## src/logic/pas_pkg.sv

```systemverilog
// Constants for the port analog select block.
// Assumes an AXI4-Lite master with 32-bit data on the system clock.
// How it works
// - Each of the four low port A select bits, when one, turns that pin's digital input buffer off.
// - Port A select bits 15 to 4 do not exist and read as zero.
// - Port B select bits 15 to 12 turn their buffers off when one, and bits 11 to 5 read as zero.
// - Port B select bits 4 to 0 turn their buffers off when one and leave them on when zero.
// - On the 14-pin package, port B select bits 13, 12, 2, 1 and 0 do not exist.
// - On the 14-pin and 20-pin packages, port B select bit 3 does not exist.
package pas_pkg;
	localparam int PAS_ADDR_W = 4;
	localparam logic [PAS_ADDR_W-1:0] PAS_OFS_PORT_A = 4'h0;
	localparam logic [PAS_ADDR_W-1:0] PAS_OFS_PORT_B = 4'h4;
	localparam logic [15:0] PAS_MASK_A = 16'h000F;
	localparam logic [15:0] PAS_MASK_B_FULL = 16'hF01F;
	localparam logic [15:0] PAS_DROP_B_14 = 16'h3007;
	localparam logic [15:0] PAS_DROP_B_20 = 16'h0008;
	localparam logic [15:0] PAS_RESET_SEL = 16'hFFFF;
	localparam logic [1:0] PAS_RESP_OKAY = 2'h0;
	localparam logic [1:0] PAS_RESP_SLVERR = 2'h2;
	localparam int PAS_PINS_14 = 14;
	localparam int PAS_PINS_20 = 20;
	localparam int PAS_PINS_28 = 28;
endpackage : pas_pkg

```

## src/logic/pas_sel_reg.sv

```systemverilog
// One 16-bit analog select register with an implemented-bit mask.
// Assumes write strobes from the bus slave on the same clock.
`timescale 1ns/1ps
module pas_sel_reg import pas_pkg::*; #(
	parameter logic [15:0] IMPL_MASK = 16'h000F
) (
	input wire logic clk_in,
	input wire logic rst_in,
	input wire logic wr_in,
	input wire logic [1:0] strb_in,
	input wire logic [15:0] data_in,
	output logic [15:0] sel_out
);
	typedef struct packed {
		logic [15:0] sel;
	} pas_reg_t;
	pas_reg_t st_q;
	pas_reg_t st_d;
	always_comb begin
		st_d = st_q;
		if (wr_in) begin
			if (strb_in[0])
				st_d.sel[7:0] = data_in[7:0];
			if (strb_in[1])
				st_d.sel[15:8] = data_in[15:8];
		end
		st_d.sel = st_d.sel & IMPL_MASK;
	end
	always_ff @(posedge clk_in) begin
		if (rst_in)
			st_q.sel <= PAS_RESET_SEL & IMPL_MASK;
		else
			st_q <= st_d;
	end
	assign sel_out = st_q.sel;
	unused_zero_a: assert property (@(posedge clk_in) disable iff (rst_in)
		(sel_out & ~IMPL_MASK) == 16'h0000)
		else $error("unimplemented select bit set");
	reset_ones_a: assert property (@(posedge clk_in) $past(rst_in) |-> sel_out == IMPL_MASK)
		else $error("select not all ones after reset");
	write_low_a: assert property (@(posedge clk_in) disable iff (rst_in)
		wr_in && strb_in[0] |=> sel_out[7:0] == ($past(data_in[7:0]) & IMPL_MASK[7:0]))
		else $error("low byte write lost");
	write_high_a: assert property (@(posedge clk_in) disable iff (rst_in)
		wr_in && strb_in[1] |=> sel_out[15:8] == ($past(data_in[15:8]) & IMPL_MASK[15:8]))
		else $error("high byte write lost");
	hold_value_a: assert property (@(posedge clk_in) disable iff (rst_in)
		!wr_in |=> $stable(sel_out))
		else $error("select changed without write");
	cover_clear_c: cover property (@(posedge clk_in) disable iff (rst_in) wr_in && data_in == 16'h0000);
endmodule : pas_sel_reg

```

## src/logic/pas_top.sv

```systemverilog
// Port analog select block: two select registers behind an AXI4-Lite slave.
// Assumes one write and one read at most in flight; PIN_COUNT picks the package.
`timescale 1ns/1ps
module pas_top import pas_pkg::*; #(
	parameter int PIN_COUNT = PAS_PINS_28
) (
	input wire logic SYS_CLK_IN,
	input wire logic RST_IN,
	input wire logic [PAS_ADDR_W-1:0] S_AXI_AWADDR_IN,
	input wire logic S_AXI_AWVALID_IN,
	output logic S_AXI_AWREADY_OUT,
	input wire logic [31:0] S_AXI_WDATA_IN,
	input wire logic [3:0] S_AXI_WSTRB_IN,
	input wire logic S_AXI_WVALID_IN,
	output logic S_AXI_WREADY_OUT,
	output logic [1:0] S_AXI_BRESP_OUT,
	output logic S_AXI_BVALID_OUT,
	input wire logic S_AXI_BREADY_IN,
	input wire logic [PAS_ADDR_W-1:0] S_AXI_ARADDR_IN,
	input wire logic S_AXI_ARVALID_IN,
	output logic S_AXI_ARREADY_OUT,
	output logic [31:0] S_AXI_RDATA_OUT,
	output logic [1:0] S_AXI_RRESP_OUT,
	output logic S_AXI_RVALID_OUT,
	input wire logic S_AXI_RREADY_IN,
	output logic [15:0] PORT_A_BUF_OFF_OUT,
	output logic [15:0] PORT_B_BUF_OFF_OUT
);
	// ****************************************
	// Package variant masks
	// ****************************************
	localparam logic [15:0] MASK_B = (PIN_COUNT == PAS_PINS_14) ?
		(PAS_MASK_B_FULL & ~PAS_DROP_B_14 & ~PAS_DROP_B_20) :
		(PIN_COUNT == PAS_PINS_20) ? (PAS_MASK_B_FULL & ~PAS_DROP_B_20) :
		PAS_MASK_B_FULL;
	// Only the three package variants have a defined pin set
	if (PIN_COUNT != PAS_PINS_14 && PIN_COUNT != PAS_PINS_20
		&& PIN_COUNT != PAS_PINS_28) begin : g_bad_pins
		$error("PIN_COUNT must be 14, 20 or 28");
	end
	// ****************************************
	// Bus slave state
	// ****************************************
	typedef struct packed {
		logic aw_got;
		logic [PAS_ADDR_W-1:0] aw_addr;
		logic awready;
		logic w_got;
		logic wready;
		logic [15:0] w_data;
		logic [1:0] w_strb;
		logic bvalid;
		logic [1:0] bresp;
		logic arready;
		logic rvalid;
		logic [31:0] rdata;
		logic [1:0] rresp;
		logic [15:0] pin_a;
		logic [15:0] pin_b;
	} pas_state_t;
	pas_state_t st_q;
	pas_state_t st_d;
	logic [15:0] sel_a;
	logic [15:0] sel_b;
	logic do_wr;
	logic wr_a;
	logic wr_b;
	assign do_wr = st_q.aw_got && st_q.w_got && !st_q.bvalid;
	assign wr_a = do_wr && st_q.aw_addr == PAS_OFS_PORT_A;
	assign wr_b = do_wr && st_q.aw_addr == PAS_OFS_PORT_B;
	// ****************************************
	// Write and read handshakes
	// ****************************************
	always_comb begin
		st_d = st_q;
		st_d.arready = 1'b0;
		// Address and data may arrive in either order
		if (S_AXI_AWVALID_IN && !st_q.aw_got) begin
			st_d.aw_got = 1'b1;
			st_d.aw_addr = S_AXI_AWADDR_IN;
		end
		if (S_AXI_WVALID_IN && !st_q.w_got) begin
			st_d.w_got = 1'b1;
			st_d.w_data = S_AXI_WDATA_IN[15:0];
			st_d.w_strb = S_AXI_WSTRB_IN[1:0];
		end
		// Response only once both halves are held
		if (do_wr) begin
			st_d.aw_got = 1'b0;
			st_d.w_got = 1'b0;
			st_d.bvalid = 1'b1;
			st_d.bresp = (wr_a || wr_b) ? PAS_RESP_OKAY : PAS_RESP_SLVERR;
		end
		if (st_q.bvalid && S_AXI_BREADY_IN)
			st_d.bvalid = 1'b0;
		// Read data is captured as the address is seen
		if (S_AXI_ARVALID_IN && !st_q.arready && !st_q.rvalid) begin
			st_d.arready = 1'b1;
			st_d.rvalid = 1'b1;
			st_d.rresp = PAS_RESP_OKAY;
			unique case (S_AXI_ARADDR_IN)
				PAS_OFS_PORT_A: st_d.rdata = {16'h0000, sel_a};
				PAS_OFS_PORT_B: st_d.rdata = {16'h0000, sel_b};
				default: begin
					st_d.rdata = 32'h0000_0000;
					st_d.rresp = PAS_RESP_SLVERR;
				end
			endcase
		end
		if (st_q.rvalid && S_AXI_RREADY_IN)
			st_d.rvalid = 1'b0;
		// Pins lag the registers by one cycle
		st_d.pin_a = sel_a;
		st_d.pin_b = sel_b;
		st_d.awready = !st_d.aw_got;
		st_d.wready = !st_d.w_got;
	end
	always_ff @(posedge SYS_CLK_IN) begin
		if (RST_IN) begin
			st_q <= '0;
			// Both write channels ready straight out of reset
			st_q.awready <= 1'b1;
			st_q.wready <= 1'b1;
			st_q.pin_a <= PAS_RESET_SEL & PAS_MASK_A;
			st_q.pin_b <= PAS_RESET_SEL & MASK_B;
		end else begin
			st_q <= st_d;
		end
	end
	// ****************************************
	// Select registers
	// ****************************************
	pas_sel_reg #(.IMPL_MASK(PAS_MASK_A)) u_port_a (
		.clk_in(SYS_CLK_IN),
		.rst_in(RST_IN),
		.wr_in(wr_a),
		.strb_in(st_q.w_strb),
		.data_in(st_q.w_data),
		.sel_out(sel_a)
	);
	pas_sel_reg #(.IMPL_MASK(MASK_B)) u_port_b (
		.clk_in(SYS_CLK_IN),
		.rst_in(RST_IN),
		.wr_in(wr_b),
		.strb_in(st_q.w_strb),
		.data_in(st_q.w_data),
		.sel_out(sel_b)
	);
	// ****************************************
	// Bus and pin outputs
	// ****************************************
	assign S_AXI_AWREADY_OUT = st_q.awready;
	assign S_AXI_WREADY_OUT = st_q.wready;
	assign S_AXI_BVALID_OUT = st_q.bvalid;
	assign S_AXI_BRESP_OUT = st_q.bresp;
	assign S_AXI_ARREADY_OUT = st_q.arready;
	assign S_AXI_RVALID_OUT = st_q.rvalid;
	assign S_AXI_RDATA_OUT = st_q.rdata;
	assign S_AXI_RRESP_OUT = st_q.rresp;
	assign PORT_A_BUF_OFF_OUT = st_q.pin_a;
	assign PORT_B_BUF_OFF_OUT = st_q.pin_b;
	// ****************************************
	// Checks
	// ****************************************
	pin_a_follow_a: assert property (@(posedge SYS_CLK_IN) disable iff (RST_IN)
		##1 PORT_A_BUF_OFF_OUT == $past(sel_a))
		else $error("port A buffer control does not follow select");
	pin_b_follow_a: assert property (@(posedge SYS_CLK_IN) disable iff (RST_IN)
		##1 PORT_B_BUF_OFF_OUT == $past(sel_b))
		else $error("port B buffer control does not follow select");
	pin_a_upper_a: assert property (@(posedge SYS_CLK_IN) disable iff (RST_IN)
		PORT_A_BUF_OFF_OUT[15:4] == 12'h000)
		else $error("port A unimplemented pin driven");
	pin_b_mask_a: assert property (@(posedge SYS_CLK_IN) disable iff (RST_IN)
		(PORT_B_BUF_OFF_OUT & ~MASK_B) == 16'h0000)
		else $error("port B missing pin driven");
	read_a_data_a: assert property (@(posedge SYS_CLK_IN) disable iff (RST_IN)
		S_AXI_ARVALID_IN && S_AXI_ARREADY_OUT == 1'b0 && !S_AXI_RVALID_OUT
		&& S_AXI_ARADDR_IN == PAS_OFS_PORT_A |=> S_AXI_RDATA_OUT == {16'h0000, $past(sel_a)})
		else $error("port A read data wrong");
	read_b_a: assert property (@(posedge SYS_CLK_IN) disable iff (RST_IN)
		S_AXI_ARVALID_IN && S_AXI_ARREADY_OUT == 1'b0 && !S_AXI_RVALID_OUT
		&& S_AXI_ARADDR_IN == PAS_OFS_PORT_B |=> S_AXI_RDATA_OUT == {16'h0000, $past(sel_b)})
		else $error("port B read data wrong");
	read_bad_a: assert property (@(posedge SYS_CLK_IN) disable iff (RST_IN)
		S_AXI_ARVALID_IN && !S_AXI_ARREADY_OUT && !S_AXI_RVALID_OUT
		&& S_AXI_ARADDR_IN != PAS_OFS_PORT_A && S_AXI_ARADDR_IN != PAS_OFS_PORT_B
		|=> S_AXI_RRESP_OUT == PAS_RESP_SLVERR && S_AXI_RDATA_OUT == 32'h0000_0000)
		else $error("unmapped read not refused");
	reset_pins_a: assert property (@(posedge SYS_CLK_IN)
		$past(RST_IN) && RST_IN |-> PORT_A_BUF_OFF_OUT == PAS_MASK_A
		&& PORT_B_BUF_OFF_OUT == MASK_B)
		else $error("pins not analog in reset");
	write_resp_a: assert property (@(posedge SYS_CLK_IN) disable iff (RST_IN)
		do_wr |=> S_AXI_BVALID_OUT)
		else $error("write response missing");
	write_bad_a: assert property (@(posedge SYS_CLK_IN) disable iff (RST_IN)
		do_wr && !wr_a && !wr_b |=> S_AXI_BRESP_OUT == PAS_RESP_SLVERR)
		else $error("unmapped write not refused");
	bresp_done_a: assert property (@(posedge SYS_CLK_IN) disable iff (RST_IN)
		S_AXI_BVALID_OUT && S_AXI_BREADY_IN |=> !S_AXI_BVALID_OUT)
		else $error("write response not retired");
	rdata_done_a: assert property (@(posedge SYS_CLK_IN) disable iff (RST_IN)
		S_AXI_RVALID_OUT && S_AXI_RREADY_IN |=> !S_AXI_RVALID_OUT)
		else $error("read data not retired");
	read_resp_a: assert property (@(posedge SYS_CLK_IN) disable iff (RST_IN)
		S_AXI_ARREADY_OUT |-> S_AXI_RVALID_OUT)
		else $error("read taken without data");
	write_pin_a: assert property (@(posedge SYS_CLK_IN) disable iff (RST_IN)
		wr_b && st_q.w_strb == 2'h3 |=> ##1
		PORT_B_BUF_OFF_OUT == ($past(st_q.w_data, 2) & MASK_B))
		else $error("port B pin not updated by write");
	port_a_write_a: assert property (@(posedge SYS_CLK_IN) disable iff (RST_IN)
		wr_a && st_q.w_strb == 2'h3 |=> ##1
		PORT_A_BUF_OFF_OUT == ($past(st_q.w_data, 2) & PAS_MASK_A))
		else $error("port A pin not updated by write");
	// ****************************************
	// Cover points
	// ****************************************
	wr_a_c: cover property (@(posedge SYS_CLK_IN) disable iff (RST_IN) wr_a);
	wr_b_c: cover property (@(posedge SYS_CLK_IN) disable iff (RST_IN) wr_b);
	bad_wr_c: cover property (@(posedge SYS_CLK_IN) disable iff (RST_IN) do_wr && !wr_a && !wr_b);
	rd_c: cover property (@(posedge SYS_CLK_IN) disable iff (RST_IN) S_AXI_ARREADY_OUT);
endmodule : pas_top

```

## config.mk

```make
export PLATFORM = sky130hd
export DESIGN_NAME = pas_top
export DESIGN_NICKNAME = d
export VERILOG_FILES = /design/src/logic/pas_pkg.sv /design/src/logic/pas_sel_reg.sv /design/src/logic/pas_top.sv
export SDC_FILE = /design/constraint.sdc
export NUM_CORES = 1
export LEC_CHECK = 0
export BUFFER_PORTS_ARGS = -buffer_cell sky130_fd_sc_hd__buf_4
export CAP_MARGIN = 20
export CORE_MARGIN = 4
export CORE_UTILIZATION = 46
export CTS_CLUSTER_DIAMETER = 30
export DETAILED_ROUTE_END_ITERATION = 16
export GPL_ROUTABILITY_DRIVEN = 0
export PLACE_DENSITY = 0.79
export SYNTH_ARGS = -nofsm -noshare
export SYNTH_HDL_FRONTEND = slang
export SYNTH_SLANG_ARGS = --single-unit
```

## constraint.sdc

```tcl
create_clock -name SYS_CLK_IN -period 1.5 [get_ports SYS_CLK_IN]
set_input_delay 0.075 -clock SYS_CLK_IN [delete_from_list [all_inputs] [get_ports SYS_CLK_IN]]
set_output_delay 0.075 -clock SYS_CLK_IN [all_outputs]
set_load 0.01 [all_outputs]
```

Word level (Yosys, flattened, before mapping)
Index checks and enable logic that the tools add are counted.
- flip-flop bits (word level): 129
- output and inout bits: 73
- logic and storage cells: 56
- equality and inequality tests: 2
- muxes and demuxes: 8
- reduce and logical (&&, ||, !) cells: 26
- operators by type and width (operator ; count):
    2-to-1 mux 36 bit ; 1
    one-hot mux 16 bit (2 select lines) ; 1
    logical AND 1 bit ; 10
    == test 4 x 3 -> 1 bit, second input constant ; 2
    logical NOT 4 bit ; 2
    logical NOT 1 bit ; 7
    AND reduction 2 bit ; 3
    OR reduction 2 bit ; 3
    2-to-1 mux 5 bit ; 1
    2-to-1 mux 2 bit ; 2
    2-to-1 mux 1 bit ; 3
    logical OR 1 bit ; 1

Depth between registers and ports, before layout
Gate-level depths: netlist of the first run.
- depth in word-level cells: 5
- depth in mapped cells: 5

Hierarchy
From an unflattened synthesis of the first run, not the netlist that was laid out.
- cell total of the unflattened synthesis: 384
- area, all modules: 3858.7 µm²
- by module, submodules not included (module ; times used ; cells each ; area each (µm²) ; seq. area each (µm²)):
    pas_top ; 1 ; 319 ; 3224.3 ; 1581.5
    pas_sel_reg at u_port_b ; 1 ; 39 ; 396.6 ; 180.2
    pas_sel_reg at u_port_a ; 1 ; 26 ; 237.7 ; 80.1

Least setup slack after synthesis of the first run
Ideal clock, no wire load.
- kind: reg-to-reg
- from: register st_q (netlist bit S_AXI_RVALID_OUT)
- to: register st_q (netlist bit S_AXI_RDATA_OUT[14])
- arrival time: 1.095 ns
- data required time: 1.368 ns
- slack: 0.273 ns
- cell stages (with the launch flop): 5
- path buffers: 1
- clock period less this slack: 1.227 ns
- cells stage by stage: dfxtp_1 -> or3b_2 -> buf_2 -> nand2_1 -> a21oi_1
- cells in the longest elaborated chain, start to end: 2
- ends and longest elaborated chain (what ; line ; RTL):
    from (decl) ; pas_top.sv:61 ; pas_state_t st_q;
    from (signal assigned) ; pas_top.sv:127 ; st_q <= st_d;
    logical NOT 1 bit ; pas_top.sv:97 ; if (S_AXI_ARVALID_IN && !st_q.arready && !st_q.rvalid) begin
    logical AND 1 bit ; pas_top.sv:97 ;
Every way passes these cells.
A chain may end at the register's enable or synchronous reset.

Worst setup path in the final report of the first run
- from: register st_q[90] (netlist name)
- to: register u_port_b.st_q (netlist bit u_port_b.sel_out[1])
- cells in the longest elaborated chain, start to end: 4
- ends and longest elaborated chain (what ; line ; RTL):
    logical AND 1 bit (2 in a row) ; pas_top.sv:68 ; assign do_wr = st_q.aw_got && st_q.w_got && !st_q.bvalid;
    logical AND 1 bit ; pas_top.sv:70 ; assign wr_b = do_wr && st_q.aw_addr == PAS_OFS_PORT_B;
    AND reduction 2 bit (no source line) ; -- ;
    to (signal assigned) ; pas_sel_reg.sv:33 ; st_q <= st_d;
    to (decl) ; pas_sel_reg.sv:17 ; pas_reg_t st_q;
Every way passes these cells.

==> results.yml, run 1 <==
setup_path:
  crit_path_end_kind: "register"
  cp_data_required_time_ns: 1.76
  critPathLaunch: "st_q[90]"
  startpoint_type: "register"
  worstPathCellList: "and3b_1 -> and4_4 -> mux2i_1"
  reg2reg_from: "st_q[90]"
  critical_path_class: "register to register"
  crit_arrival_ns: 1.56
  crit_fanout: 6
  slowest_delay_ns: 0.38
  slowest_stage: "dfxtp_1"
placement:
  hpwl_mm: 3.30
  portBuffers: 54
  dp_cells: 379
clock_network:
  htreeDepth: 3
  clockRootBuffer: "clkbuf_8"
  tritoncts: "yes"
  cts-resized-gates: 0
  clockBufferDepth: 2
  cts_made_buffers: 9
  clkSlewWorstSetupHoldPaths_ns: 0.07
  post_cts_buffers: 0
  hold_buffers: 18
  clk_latency_ns: 0.33
  cts_sinks: 59
min_path:
  hold_class: "primary input to register"
  min_from: "S_AXI_BREADY_IN"
logic_synthesis:
  synth_top_family_by_area: "buffers and inverters"
  synth_fa_ha_area_frac: 0
  syn_area_per_cell_um2: 9.04
  synth_xor_area_frac: 0
  async_reset_ff_frac: 0
  synth-simple-area-share: 0.160
  syn_area_um2: 2620
  yosysWarningCount: 0
  synth-seq-cells: 59
  netlist_instances: 290
  synthMuxAreaShare: 0.0821
  post_synth_num_cell_types: 30
  synthFlopType: "dfxtp_1"
  synth_compound_area_frac: 0.0573
  ys_seq_area_frac: 0.451
  synth_edf_count: 0
floorplanning:
  core_area_um2: 5510
  rows: 27
  dieArea_um2: 6970
  die_y_um: 83.5
  dieWidth_um: 83.5
  ioPinCount: 124
  start_util: 0.476
power_and_ir_drop:
  p_sw_frac: 0.255
  clkPwrFrac: 0.372
  p_leak_uw: 0.00133
  net-switching-power_uw: 807
  power.density_nw_per_um2: 1050
  fin_total_pwr_uw: 3170
  combPwrFrac: 0.107
  p_int_uw: 2360
  irDropWorstVdd_uv: 640
  p_seq_frac: 0.521
global_routing:
  antenna_found_initial: 0
  grt_pass1_wl_mm: 7.53
  grt_usage: 0.136
  grt_pass1_vias: 1688
  grt_max_degree: 53
  overflow: 0
cells_and_area:
  fin_util: 0.550
  layout.nets: 387
  syn_to_final_growth_pct: 15.6
  layout.cells.non_filler: 413
  mostFrequentLayoutCells: "dfxtp_1, buf_4, conb_1, nand2_1, nor2_1"
  final_common_cell: "dfxtp_1"
  n_antenna_cell: 0
  drive_above_1_share: 0.229
routing:
  via_per_inst: 4.33
  drt_wl_total_mm: 4.63
  routedWlPerCell_um: 11.2
  ant_nets: 0
  vias: 1787
  drt_iter0_drc: 89
  drc: 0
  firstDrtPassIters: 4
timing:
  rsz0062_at_grt: "false"
  drv_slew: 0
  timing.final.hold_violations: 0
  hold_ws_ns: 0.0685
  period_share: 0.868
  worst_pin_slew_ns: 0.544
  setup_viol: 0
  max_slew_margin: 0.635
  period_needed_ns: 1.30
  skew_ns: 0.00570
  fmax_mhz: 768
  tns_ns: 0
run_status:
  status: "completed"
job:
  cap_violations: 0
flip-flops by register name (all words and copies together), names as in the netlist, 4 cells and up:
register / count
st_q: 17
PORT_B_BUF_OFF_OUT: 9
S_AXI_RDATA_OUT: 9
u_port_b.sel_out: 9
PORT_A_BUF_OFF_OUT: 4
u_port_a.sel_out: 4
cells by family after synthesis:
kind of cell,after synthesis
buf+inv,95
simple gates,86
flops,59
compound gates,28
mux,21
other cells,1
power groups by stage:
stage / clock [µW] / combinational (µW) / sequential [µW]
6_report: 1180 / 340 / 1650
5_1_grt: 1290 / 380 / 1660
4_1_cts: 1230 / 341 / 1650
3_5_place_dp: 0 / 302 / 1680
3_3_place_gp: 0 / 296 / 1680
2_1_floorplan: 0 / 296 / 1680
critical path, delay by kind of cell, from the launching register on:
kind | cells | cell delay [ns]
and+or+nand+nor | 2 | 0.63
muxes | 1 | 0.22
DFF | 1 | 0.38
per-stage QoR:
stage | setup WS [ns] | cell area [µm²]
after floorplan | 0.273 | 2780
after global placement | 0.266 | 2690
after detailed placement | 0.207 | 2690
after CTS | 0.188 | 3030
after global routing | 0.0601 | 3030
final | 0.198 | 3030
layer usage:
layer  part of all wire  track usage
met1               0.40        0.141
met2               0.50        0.227
met3              0.091       0.0819
met4              0.012       0.0482
met5                  0            0
synthesized netlist by cell type (2+ instances only):
cell type	count	share of area
o21ai_0	2	0.0038
buf_6	3	0.013
mux2_2	4	0.017
buf_2	5	0.0095
nand2_1	32	0.046
a211oi_1	2	0.0057
nand2b_1	2	0.0048
o21a_1	2	0.0057
nor2_1	31	0.044
buf_4	68	0.19
inv_1	14	0.020
a21oi_1	22	0.042
dfxtp_1	59	0.45
clkbuf_1	4	0.0057
mux2i_1	17	0.065
nand3_1	9	0.017
final timing paths:
check | to | slack [ns] | cells after the start
max reg2reg | u_port_b.sel_out[1] | 0.20 | 3
max | u_port_b.sel_out[1] | 0.20 | 3
min | S_AXI_BVALID_OUT | 0.07 | 4
min reg2reg | PORT_A_BUF_OFF_OUT[1] | 0.45 | 2
layout make-up:
class / instances / area [µm²]
clock buffer: 11 / 131
clock inverter: 5 / 30.0
fill: 520 / 2480
inverter: 14 / 52.6
multi-input combinational: 179 / 951
sequential: 59 / 1180
tap: 72 / 90.1
timing repair buffer: 73 / 593
No activity file was read; power rests on OpenSTA's default activity.
==> run 2: changes to the inputs <==
--- a/config.mk
+++ b/config.mk
@@ -8,11 +8,11 @@
 export BUFFER_PORTS_ARGS = -buffer_cell sky130_fd_sc_hd__buf_4
 export CAP_MARGIN = 20
 export CORE_MARGIN = 4
-export CORE_UTILIZATION = 46
+export CORE_UTILIZATION = 42
 export CTS_CLUSTER_DIAMETER = 30
 export DETAILED_ROUTE_END_ITERATION = 16
 export GPL_ROUTABILITY_DRIVEN = 0
-export PLACE_DENSITY = 0.79
+export PLACE_DENSITY = 0.76
 export SYNTH_ARGS = -nofsm -noshare
 export SYNTH_HDL_FRONTEND = slang
 export SYNTH_SLANG_ARGS = --single-unit
==> constraint.sdc (replaced) <==
create_clock -name SYS_CLK_IN -period 1.1 [get_ports SYS_CLK_IN]
set_input_delay 0.055 -clock SYS_CLK_IN [delete_from_list [all_inputs] [get_ports SYS_CLK_IN]]
set_output_delay 0.055 -clock SYS_CLK_IN [all_outputs]
set_load 0.01 [all_outputs]
==> run 2 against run 1 <==
The flow now finishes with violations (negative setup slack). Clock-buffer cell count increased by 1. Combinational power increased by 75%. Largest power group unchanged. Sequential power increased by 37%. Flip-flop and latch count unchanged. Clock skew decreased by 0.00085 ns. Largest cell class unchanged. Register-to-register slack got worse by 0.25 ns. Sequential share of layout area decreased by 3.4 points. Cell count increased by 5.1%.
==> results.yml, run 2 (same netlist as run 1, synthesis figures left out) <==
timing:
  timing.final.hold_violations: 0
  rsz0062_at_grt: "true"
  layout_setup_ws_ns: -0.0515
  period_share: 1.05
  fmax_mhz: 868
  setup_viol: 13
  hold_ws_ns: 0.0290
  skew_ns: 0.00485
  period_needed_ns: 1.15
  drv_slew: 0
cells_and_area:
  drive_above_1_share: 0.323
  seq_area_um2: 1190
  n_antenna_cell: 0
  largest_reg_flops: 17
  top_register: "st_q"
  multiInputGateArea_um2: 1030
  layout.cells.non_filler: 434
  final.fill_count: 573
  final_common_cell: "buf_4"
  layout.nets: 405
  mostFrequentLayoutCells: "buf_4, dfxtp_1, conb_1, nand2_1, nor2_1"
  syn_to_final_growth_pct: 27.9
routing:
  drc: 0
  drt_wl_total_mm: 5.02
  ant_nets: 0
  firstDrtPassIters: 4
  drt_iter0_drc: 64
  via_per_inst: 4.29
  vias: 1862
  routedWlPerCell_um: 11.6
floorplanning:
  dieWidth_um: 87
  core_area_um2: 5990
  rows: 28
  ioPinCount: 124
  start_util: 0.438
  dieArea_um2: 7570
  die_y_um: 87
clock_network:
  clockRootBuffer: "clkbuf_8"
  tritoncts: "yes"
  htreeDepth: 3
  clockBufferDepth: 2
  clk_latency_ns: 0.33
  clkSlewWorstSetupHoldPaths_ns: 0.06
  cts_made_buffers: 9
  cts_sinks: 59
setup_path:
  startpoint_type: "register"
  crit_fanout: 5
  crit_arrival_ns: 1.41
  crit_path_end_kind: "register"
  reg2reg_slack_ns: -0.05
  critical_path_class: "register to register"
  cp_data_required_time_ns: 1.36
placement:
  portBuffers: 54
  pre_cts_slack_ns: -0.117
  dp_cells: 394
  hpwl_mm: 3.48
global_routing:
  grt_max_degree: 29
  grt_pass1_wl_mm: 7.79
  grt_pass1_vias: 1729
  grt_usage: 0.134
  antenna_found_initial: 0
  overflow: 0
run_status:
  status: "finished, violations left"
  violations: "negative setup slack"
min_path:
  hold_class: "primary input to register"
power_and_ir_drop:
  irDropWorstVdd_uv: 1170
  power.density_nw_per_um2: 1510
  p_leak_uw: 0.00148
job:
  cap_violations: 0
## run 2: cell count changes in the layout (fill, tap and decap cells not counted), sizes merged
| cell | before | now |
|---|---|---|
| bufinv | 0 | 2 |
| clkinvlp | 2 | 1 |
| clkbuf | 11 | 12 |
| or3b | 1 | 2 |
| buf | 55 | 72 |
| clkinv | 3 | 1 |
## run 2: worst max-delay path, stage by stage, from the launching register on
cell and delay [ns]:
dfxtp_2 0.34, nor3_4 0.22, and4_4 0.32, mux2i_1 0.20
## run 2: metrics by stage
| stage | instance area, µm² | setup TNS [ns] | utilization | power [µW] |
|---|---|---|---|---|
| after CTS | 3260 | -0.370 | 0.544 | 5060 |
| after global placement | 2810 | -0.578 | 0.469 | 2760 |
| after floorplan | 2790 | -0.401 | - | 2710 |
| final | 3350 | -0.352 | 0.560 | 5050 |
| after detailed placement | 2810 | -1.02 | 0.469 | 2770 |
| after global routing | 3350 | -1.31 | 0.560 | 5290 |
## run 2: cell type report
cell class	instances	share of cell area
sequential	59	0.356
tap	75	0.0280
inverter	14	0.0157
timing repair buffer	90	0.226
clock inverter	4	0.0216
clock buffer	12	0.0463
multi-input combinational	180	0.307
## run 2: worst paths after layout
| check | start | end | cells after the start |
|---|---|---|---|
| max | st_q[95] | u_port_b.sel_out[0] | 3 |
| min reg2reg | u_port_a.sel_out[2] | PORT_A_BUF_OFF_OUT[2] | 2 |
| max reg2reg | st_q[95] | u_port_b.sel_out[0] | 3 |
| min | S_AXI_BREADY_IN | S_AXI_BVALID_OUT | 4 |
## run 2: routing by layer
layer	vias up	GRT usage	wire length [µm]
li1	952	-	-
met1	838	0.148	2000
met2	64	0.225	2490
met3	8	0.0596	462
met4	0	0.0510	69
met5	-	0	0
## run 2: timing repair
action | in CTS | in global routing
hold buffers | 18 | 0
buffers inserted | 1 | 3
pin swaps | 6 | 11
gates cloned | 1 | 1
resized for setup | 10 | 19
endpoints found under the hold margin | 20 | 0
setup endpoints to repair | 19 | 30
## run 2: power by group
group,leakage [µW],internal [µW],switching [µW]
clock,0.000113,1400,800
combinational,0.000884,304,292
sequential,0.000484,2210,51.8
